==> config.mk <==
export PLATFORM = sky130hd
export DESIGN_NAME = port_array
export DESIGN_NICKNAME = d
export VERILOG_FILES = /design/src/inc/gpio_pkg.sv /design/src/inc/trig_if.sv /design/src/rtl/trig_detect.sv /design/src/rtl/port_array.sv
export SDC_FILE = /design/constraint.sdc
export NUM_CORES = 1
export LEC_CHECK = 0
export ABC_CLOCK_PERIOD_IN_PS = 12100
export BUFFER_PORTS_ARGS = -buffer_cell sky130_fd_sc_hd__buf_2
export CORE_AREA = 2 2 506 508
export DETAILED_ROUTE_END_ITERATION = 6
export DIE_AREA = 0 0 508 510
export SYNTH_ARGS = -nofsm -noshare
export SYNTH_HDL_FRONTEND = slang
export SYNTH_SLANG_ARGS = --single-unit
==> constraint.sdc <==
create_clock -name clk -period 12.1 [get_ports clk]
set_clock_uncertainty 0.2 [all_clocks]
set_input_delay 1.21 -clock clk [delete_from_list [all_inputs] [get_ports clk]]
set_output_delay 1.21 -clock clk [all_outputs]
set_load 0.01 [all_outputs]
==> src/inc/gpio_pkg.sv <==
// Shared constants and types of the general-purpose port array
package gpio_pkg;
  localparam int NPORT = 12;
  localparam int PW = 8;
  localparam int NEXT = 8;
  localparam int NSRC = 12;
  localparam int NDET = 22;
  // Port positions in the packed arrays: 0..7 numeric ports, then A, B, C, D
  localparam int PORT_A = 8;
  localparam int PORT_B = 9;
  localparam int PORT_C = 10;
  localparam int PORT_D = 11;
  // Interrupt source positions
  localparam int SRC_P0_GROUP = 8;
  localparam int SRC_P04 = 9;
  localparam int SRC_P05 = 10;
  localparam int SRC_P5 = 11;
  // Detector channel positions
  localparam int DET_P0_LOW = 8;
  localparam int DET_P04 = 12;
  localparam int DET_P05 = 13;
  localparam int DET_P5 = 14;
  // Implemented pins per port, port D first
  localparam logic [NPORT-1:0][PW-1:0] IMPL_MASK = {8'h3f, 8'h1f, 8'h7f, 8'hff,
    8'hff, 8'hff, 8'hff, 8'hff, 8'hff, 8'hff, 8'hff, 8'hff};
  // Pins with a pull-up switch; the oscillator pins of port C have none
  localparam logic [NPORT-1:0][PW-1:0] PULL_MASK = {8'h3f, 8'h04, 8'h7f, 8'hff,
    8'hff, 8'hff, 8'hff, 8'hff, 8'hff, 8'hff, 8'hff, 8'hff};
  // Pins whose output may be switched to open drain
  localparam logic [NPORT-1:0][PW-1:0] OD_MASK = {8'h00, 8'h00, 8'h7f, 8'hff,
    8'h00, 8'h00, 8'h00, 8'hff, 8'hff, 8'hff, 8'hff, 8'h00};
  // Pin that carries each external interrupt line, lines a to h
  localparam int EXT_PORT [NEXT] = '{3, 3, 3, 3, 2, 2, 4, 4};
  localparam int EXT_BIT [NEXT] = '{0, 1, 2, 3, 0, 1, 0, 1};
  localparam logic [PW-1:0] RST_PORT = 8'h00;
  localparam logic [NSRC-1:0] RST_IRQ = 12'h000;

  typedef enum logic [2:0] {TRIG_HIGH, TRIG_LOW, TRIG_RISE, TRIG_FALL, TRIG_BOTH} trig_t;
endpackage : gpio_pkg

==> src/inc/trig_if.sv <==
// Carrier between the port array and its trigger detector
interface trig_if #(parameter int N = 22);
  logic [N-1:0] level;
  gpio_pkg::trig_t [N-1:0] mode;
  logic [N-1:0] hit;
  modport src (output level, output mode, input hit);
  modport det (input level, input mode, output hit);
endinterface : trig_if

==> src/rtl/trig_detect.sv <==
// Level and edge trigger detector for the interrupt inputs
module trig_detect #(parameter int N = 22) (
  input wire logic clk,
  input wire logic rst_n,
  input wire logic ce,
  trig_if.det t
);
  logic [N-1:0] prev_q;
  logic [N-1:0] prev_d;
  logic valid_q;
  logic valid_d;
  logic [N-1:0] hit;

  always_comb begin
    prev_d = prev_q;
    valid_d = valid_q;
    if (ce) begin
      prev_d = t.level;
      valid_d = 1'b1;
    end
  end

  always_ff @(posedge clk or negedge rst_n) begin
    if (!rst_n) begin
      prev_q <= '0;
      valid_q <= 1'b0;
    end else begin
      prev_q <= prev_d;
      valid_q <= valid_d;
    end
  end

  // No edge is reported before a first sample has been taken
  always_comb begin
    for (int i = 0; i < N; i++) begin
      case (t.mode[i])
        gpio_pkg::TRIG_HIGH: hit[i] = t.level[i];
        gpio_pkg::TRIG_LOW: hit[i] = ~t.level[i];
        gpio_pkg::TRIG_RISE: hit[i] = valid_q & t.level[i] & ~prev_q[i];
        gpio_pkg::TRIG_FALL: hit[i] = valid_q & ~t.level[i] & prev_q[i];
        gpio_pkg::TRIG_BOTH: hit[i] = valid_q & (t.level[i] ^ prev_q[i]);
        default: hit[i] = 1'b0;
      endcase
    end
  end

  assign t.hit = hit;
endmodule : trig_detect

==> src/rtl/port_array.sv <==
// General-purpose port array: direction, pull-up, drive type, readback, triggers
// Functional notes
// - Every pin of an eight-pin port has its own direction control.
// - Every pin except the port C oscillator pins has its own pull-up enable.
// - Port reads return real pin levels, also on driven outputs.
// - Eight external lines trigger on high, low, rising, falling or both edges.
// - External interrupt lines also wake the device from deep standby.
// - Port zero interrupts: low four pins grouped, fifth and sixth alone; all wake.
// - Port five raises one interrupt from its eight pins, which can also wake.
// - Ports one to four, A and B choose push-pull or open drain per pin.
// - Port C oscillator pins have no pull-up and drive push-pull only.
module port_array #(
  parameter int NP = gpio_pkg::NPORT,
  parameter int PW = gpio_pkg::PW
) (
  input wire logic clk,
  input wire logic nrst,
  input wire logic ce,
  input wire logic [NP-1:0][PW-1:0] pin_in,
  input wire logic [NP-1:0][PW-1:0] dir,
  input wire logic [NP-1:0][PW-1:0] dout,
  input wire logic [NP-1:0][PW-1:0] pull_en,
  input wire logic [NP-1:0][PW-1:0] od_sel,
  input wire logic [NP-1:0][PW-1:0] periph_sel,
  input wire logic [NP-1:0][PW-1:0] periph_out,
  input wire logic [NP-1:0][PW-1:0] periph_oe,
  input wire logic [gpio_pkg::NEXT-1:0][2:0] ext_mode,
  input wire logic [2:0][2:0] p0_mode,
  input wire logic [2:0] p5_mode,
  input wire logic [gpio_pkg::NSRC-1:0] irq_en,
  input wire logic standby,
  output logic [NP-1:0][PW-1:0] pin_out_q,
  output logic [NP-1:0][PW-1:0] pin_oe_q,
  output logic [NP-1:0][PW-1:0] pull_on_q,
  output logic [NP-1:0][PW-1:0] pin_rd_q,
  output logic [NP-1:0][PW-1:0] periph_in_q,
  output logic [gpio_pkg::NSRC-1:0] irq_q,
  output logic wake_q
);
  logic [1:0] rs_q;
  logic rst_n;
  logic [NP-1:0][PW-1:0] out_d;
  logic [NP-1:0][PW-1:0] oe_d;
  logic [NP-1:0][PW-1:0] pull_d;
  logic [NP-1:0][PW-1:0] rd_d;
  logic [NP-1:0][PW-1:0] pin_in_d;
  logic [gpio_pkg::NSRC-1:0] src_hit;
  logic [gpio_pkg::NSRC-1:0] irq_d;
  logic wake_d;

  trig_if #(.N(gpio_pkg::NDET)) tif ();

  // Returns {drive level, output enable} of one pin
  function automatic logic [1:0] pin_drive(input logic impl, input logic od_ok,
                                           input logic dir_b, input logic od_b,
                                           input logic data, input logic psel,
                                           input logic pout, input logic poe);
    logic val;
    logic en;
    val = psel ? pout : data;
    en = psel ? poe : dir_b;
    if (od_ok && od_b) begin
      // Open drain only ever pulls low
      pin_drive = {1'b0, impl & en & ~val};
    end else begin
      pin_drive = {impl & val, impl & en};
    end
  endfunction : pin_drive

  always_ff @(posedge clk or negedge nrst) begin
    if (!nrst) begin
      rs_q <= 2'h0;
    end else begin
      rs_q <= {rs_q[0], 1'b1};
    end
  end

  assign rst_n = rs_q[1];

  always_comb begin
    for (int p = 0; p < NP; p++) begin
      for (int b = 0; b < PW; b++) begin
        {out_d[p][b], oe_d[p][b]} = pin_drive(gpio_pkg::IMPL_MASK[p][b],
          gpio_pkg::OD_MASK[p][b], dir[p][b], od_sel[p][b], dout[p][b],
          periph_sel[p][b], periph_out[p][b], periph_oe[p][b]);
      end
      pull_d[p] = pull_en[p] & gpio_pkg::PULL_MASK[p];
      rd_d[p] = pin_in[p] & gpio_pkg::IMPL_MASK[p];
      pin_in_d[p] = rd_d[p];
    end
  end

  // Trigger channels: external lines, port zero pins, port five pins
  always_comb begin
    for (int i = 0; i < gpio_pkg::NEXT; i++) begin
      tif.level[i] = pin_in[gpio_pkg::EXT_PORT[i]][gpio_pkg::EXT_BIT[i]];
      tif.mode[i] = gpio_pkg::trig_t'(ext_mode[i]);
    end
    for (int i = 0; i < 4; i++) begin
      tif.level[gpio_pkg::DET_P0_LOW + i] = pin_in[0][i];
      tif.mode[gpio_pkg::DET_P0_LOW + i] = gpio_pkg::trig_t'(p0_mode[0]);
    end
    tif.level[gpio_pkg::DET_P04] = pin_in[0][4];
    tif.mode[gpio_pkg::DET_P04] = gpio_pkg::trig_t'(p0_mode[1]);
    tif.level[gpio_pkg::DET_P05] = pin_in[0][5];
    tif.mode[gpio_pkg::DET_P05] = gpio_pkg::trig_t'(p0_mode[2]);
    for (int i = 0; i < PW; i++) begin
      tif.level[gpio_pkg::DET_P5 + i] = pin_in[5][i];
      tif.mode[gpio_pkg::DET_P5 + i] = gpio_pkg::trig_t'(p5_mode);
    end
  end

  trig_detect #(.N(gpio_pkg::NDET)) u_detect (
    .clk(clk),
    .rst_n(rst_n),
    .ce(ce),
    .t(tif.det)
  );

  always_comb begin
    src_hit[gpio_pkg::NEXT-1:0] = tif.hit[gpio_pkg::NEXT-1:0];
    src_hit[gpio_pkg::SRC_P0_GROUP] = |tif.hit[gpio_pkg::DET_P0_LOW +: 4];
    src_hit[gpio_pkg::SRC_P04] = tif.hit[gpio_pkg::DET_P04];
    src_hit[gpio_pkg::SRC_P05] = tif.hit[gpio_pkg::DET_P05];
    src_hit[gpio_pkg::SRC_P5] = |tif.hit[gpio_pkg::DET_P5 +: 8];
    irq_d = ce ? (src_hit & irq_en) : irq_q;
    wake_d = wake_q;
    // Held while in standby; cleared on the first ce cycle with standby low, so a new hit in that cycle is lost
    if (ce) begin
      wake_d = standby & (wake_q | (|(src_hit & irq_en)));
    end
  end

  always_ff @(posedge clk or negedge rst_n) begin
    if (!rst_n) begin
      pin_out_q <= '0;
      pin_oe_q <= '0;
      pull_on_q <= '0;
      pin_rd_q <= '0;
      periph_in_q <= '0;
      irq_q <= gpio_pkg::RST_IRQ;
      wake_q <= 1'b0;
    end else begin
      if (ce) begin
        pin_out_q <= out_d;
        pin_oe_q <= oe_d;
        pull_on_q <= pull_d;
        pin_rd_q <= rd_d;
        periph_in_q <= pin_in_d;
      end
      irq_q <= irq_d;
      wake_q <= wake_d;
    end
  end
endmodule : port_array

# After elaboration in Yosys (flattened, before gate mapping)

Cells that the tools add are included.

Equal/unequal tests: 48
Multiplexer cells: 249
Bitwise operators: 273
Reduce and logical (&&, ||, !) cells: 15

Operator list:

| cell                 | number |
|---|---|
| $mux W1              | 180 |
| $and A1 B1 Y1        | 158 |
| $pmux W1 S5          | 22 |
| $mux W2              | 47 |
| $not A1 Y1           | 91 |
| $eq A3 B2 Y1 const B | 24 |
| $eq A3 B1 Y1 const B | 12 |
| $eq A3 B3 Y1 const B | 12 |
| $logic_not A3 Y1     | 12 |
| $xor A1 B1 Y1        | 22 |
| $and A12 B12 Y12     | 1 |
| $reduce_or A12 Y1    | 1 |
| $reduce_or A8 Y1     | 1 |
| $reduce_or A4 Y1     | 1 |
| $or A1 B1 Y1         | 1 |

Flip-flop bits (word level): 394
Input port bits: 820
Output and inout port bits: 493
Word-level logic and storage cells: 638

# Longest topological paths before layout

Depth in word-level cells: 9
Mapped depth: 7
Depth with buffers taken out: 7

# Modules after synthesis

Synthesis repeated with hierarchy kept, for this count alone.

Cells, all modules: 1733
Area total of the unflattened synthesis: 20001.7 um^2

Modules (own cells, without submodules):

| module      | instances | cells each | area each (um^2) | seq. area each (um^2) |
|---|---|---|---|---|
| port_array  | 1         | 1460       | 17759.5          | 9283.9 |
| trig_detect | 1         | 273        | 2242.2           | 575.6 |

# Least setup slack after synthesis

OpenSTA, ideal clock, no wires.

Path type: in2reg
Start point: input pin_in[42] (netlist bit)
End point: register irq_q[11] (netlist bit)
Library setup time: 125 ps
Arrival time: 2624 ps
Data required time: 11775 ps
Setup slack: 9152 ps
Stages on the path: 5
Buffers on the path: 0
Path through: or4_4 nor4_2 o22ai_1 o311a_1 mux2_2

Longest elaborated chain between the ends: 6
Elaborated cells on any way between the ends: 10
Those cells by class: mux: 1; bitwise: 8; reduce/logical: 1

RTL lines:

| element                    | RTL line                             | source |
|---|---|---|
| start, declared            | port_array.sv:19                     | `input wire logic [NP-1:0][PW-1:0] pin_in,` |
| $not A1 Y1                 | trig_detect.sv:38, trig_detect.sv:40 |  |
| $and A1 B1 Y1 (2 in a row) | trig_detect.sv:40                    | `gpio_pkg::TRIG_FALL: hit[i] = valid_q & ~t.level[i] & prev_q[i];` |
| $pmux W1 S5 *              | trig_detect.sv:36                    | `case (t.mode[i])` |
| $reduce_or A8 Y1 *         | port_array.sv:125                    | `src_hit[gpio_pkg::SRC_P5] = \|tif.hit[gpio_pkg::DET_P5 +: 8];` |
| $and A12 B12 Y12 *         | port_array.sv:126                    | `irq_d = ce ? (src_hit & irq_en) : irq_q;` |
| end signal, assigned       | port_array.sv:141                    | `irq_q <= gpio_pkg::RST_IRQ;` |
| end signal, assigned       | port_array.sv:151                    | `irq_q <= irq_d;` |
| end, declared              | port_array.sv:37                     | `output logic [gpio_pkg::NSRC-1:0] irq_q,` |

Mark *: on every way between the ends. The rest lies on a longest branch, timed or not.
A chain may end at the register's enable or synchronous reset.

# Worst setup path in the final report

Start point: input ce
End point: register pull_on_q[15] (netlist bit)

RTL lines:

| element              | RTL line          | source |
|---|---|---|
| start, declared      | port_array.sv:18  | `input wire logic ce,` |
| end signal, assigned | port_array.sv:147 | `pull_on_q <= pull_d;` |
| end, declared        | port_array.sv:34  | `output logic [NP-1:0][PW-1:0] pull_on_q,` |

No word-level cell between the ends.

==> qor.csv <==
metric,value,unit
status,completed,
clk_lat worst skew,740,ps
"Primary FF master, synth",dfrtp_1,
RR Endpoint,pin_out_q[60],
Yosys warning count,0,
final hold violation count,0,
Reg-to-Reg Start,rs_q[1],
largest net degree at the start of global routing,109,
Post-CTS Setup Inserts,0,
Post-CTS Resized,0,
Leak Pwr,0.01350,µW
hold crit path type,reg2reg,
Final Slew Violations,0,
Final nets,3580,
hold_ws,148.9,ps
CTS tree,yes,
WL per Instance,31.44,µm
highest clock rate,289.9,MHz
number of global-route vias before repair,17170,
Slew HR,39.80,%
"Async S/R FF share, synth",100.0,%
final HPWL from detailed placement,179000,µm
Num CTS Buffers,58,
clk buf depth,3,
RSZ-0062 raised after global routing,no,
Worst Path Arrival,3820,ps
Via Count,18860,
Worst Max-Slew Pin Slew,903.0,ps
Core Area,0.2535,mm²
# IOs,1313,
Hold Crit Depth,0,
initial antenna violation count,345,
grt total ovfl,0,
Post-DRT Antenna Nets,0,
crit path max fanout,108,
count of cell types in the netlist,54,
Crit Path Category,in2reg,
GPL Wtd Cong,0.9607,
first-pass GRT wire length,231100,µm
worst hold path startpoint,rs_q[0],
initial core utilization,7.028,%
max_cap viols,0,
GRT Total Usage,14.60,%
H-tree level count,2,
die area,0.2591,mm²
DR iter-0 viols,1274,
setup_tns,0,ps
Die H,510,µm
fin util,11.59,%
Yosys reg bits,372,
R2R cell count,3,
synthesized cell area,0.01781,mm²
Worst setup EP type,flip-flop,
final setup violation count,0,
"commonest cells after routing, fill and taps aside","buf_2 (1182), dfrtp_1 (371), nor2_1 (243)",
IO buf count,1183,
mean post-synth cell area,10.80,µm²
clock sink count,372,
routed wire length,197300,µm
Layout area overhead,64.85,%
layout cells sized above 1,47.03,%
worst setup margin,8650,ps
"most common cell after layout, fill and taps aside",buf_2,
WHS Endpoint,rs_q[1],
Peak VDD IR,0.1233,mV
Worst-path clk slew,60,ps
Post-synth EDFFs,0,
post-layout min period,3450,ps
pwr dens,143.2,mW/mm²
TritonRoute pass-1 iters,5,
Post-route DRC,0,
CTS Root Cell,clkbuf_16,
sequential-to-total area share from yosys stat,52.26,%
CP Data Required Time,12470,ps
flop2flop setup slack,8960,ps
fin crit share,28.51,%
Worst Setup Start Kind,input pin,
row count,185,
Place WS,7872,ps
vias per std cell,3.006,
Cells after Synth,1649,
die width,508,µm
==> critical path, stage by stage <==
cell and delay (ps):
buf_8 580, buf_4 650, buf_4 780, mux2_1 390
==> stage by stage <==
step           instances  area, µm²  power, µW
5_1_grt             6213      29210       4430
3_5_place_dp        6065      27070       2398
2_1_floorplan       1682      17940       1813
4_1_cts             6173      29110       4339
6_report            6275      29360       4206
3_3_place_gp        6065      27070       2392
==> logic make-up (layout without fill, tap and decap cells) <==
kind of cell,count (synthesis),after routing,share of synthesized area [%]
other cells,2,137,0.04216
simple gates,439,439,10.01
buf+inv,205,1330,6.933
flops,372,372,52.26
mux,364,364,22.05
xor+xnor,6,6,0.2950
compound gates,261,261,8.415
==> cell type report <==
| type | instances | area [µm²] |
|---|---|---|
| Clock buffer | 80 | 1665 |
| Clock inverter | 27 | 366.6 |
| Sequential cell | 372 | 9313 |
| Timing Repair Buffer | 1200 | 6073 |
| Fill cell | 29350 | 224100 |
| Multi-Input combinational cell | 1105 | 7393 |
| Inverter | 23 | 86.33 |
| Tap cell | 3366 | 4212 |
| Antenna cell | 102 | 255.2 |
==> worst max-delay path by stage <==
| stage | startpoint | end | slack [ps] | depth (start not counted) |
|---|---|---|---|---|
| finish | ce | pull_on_q[15] | 8650 | 4 |
| global route | ce | wake_q | 8430 | 9 |
| CTS | ce | wake_q | 8670 | 9 |
| detailed placement | ce | wake_q | 7870 | 9 |
| global placement | ce | wake_q | 7880 | 9 |
| floorplan | rs_q[1] | irq_q[0] | 760 | 0 |
==> power by group <==
| group | leakage (µW) | internal (µW) | switching, µW | total, µW |
|---|---|---|---|---|
| Clock | 0.000983 | 1090 | 767 | 1860 |
| Sequential | 0.00438 | 1370 | 89.5 | 1460 |
| Combinational | 0.00814 | 311 | 578 | 889 |
==> metal layers <==
layer,global-route usage [%],vias to the layer above,share of wire [%],wire length [µm]
met5,0,-,0.54,1068
met4,4.880,166,4.4,8682
met3,11.74,639,19,37200
met2,22.69,1493,43,84040
met1,14.62,8562,34,66310
li1,-,8004,-,-
==> synth_stat cells (16+ instances only) <==
library cell / count / share of area (%)
a21oi_1: 148 / 4.2
mux2i_1: 137 / 7.7
o21ai_1: 16 / 0.45
mux2_1: 215 / 14
inv_1: 16 / 0.34
clkbuf_1: 42 / 0.89
nor2_1: 243 / 5.1
buf_1: 16 / 0.34
a31oi_1: 49 / 1.7
buf_4: 124 / 5.2
nand2_1: 157 / 3.3
dfrtp_1: 372 / 52
==> sequential cells by signal (all words and copies together), names as in the netlist <==
signal / flops
u_detect.valid_q: 1
pull_on_q: 86
pin_oe_q: 90
pin_rd_q: 90
wake_q: 1
irq_q: 12
pin_out_q: 90
rs_q: 2
==> what timing repair did <==
action	CTS	global route
endpoints found under the setup margin	0	0
hold endpoints to repair	2	0
hold buffers	1	0
Power figures use the tool's default switching activity.
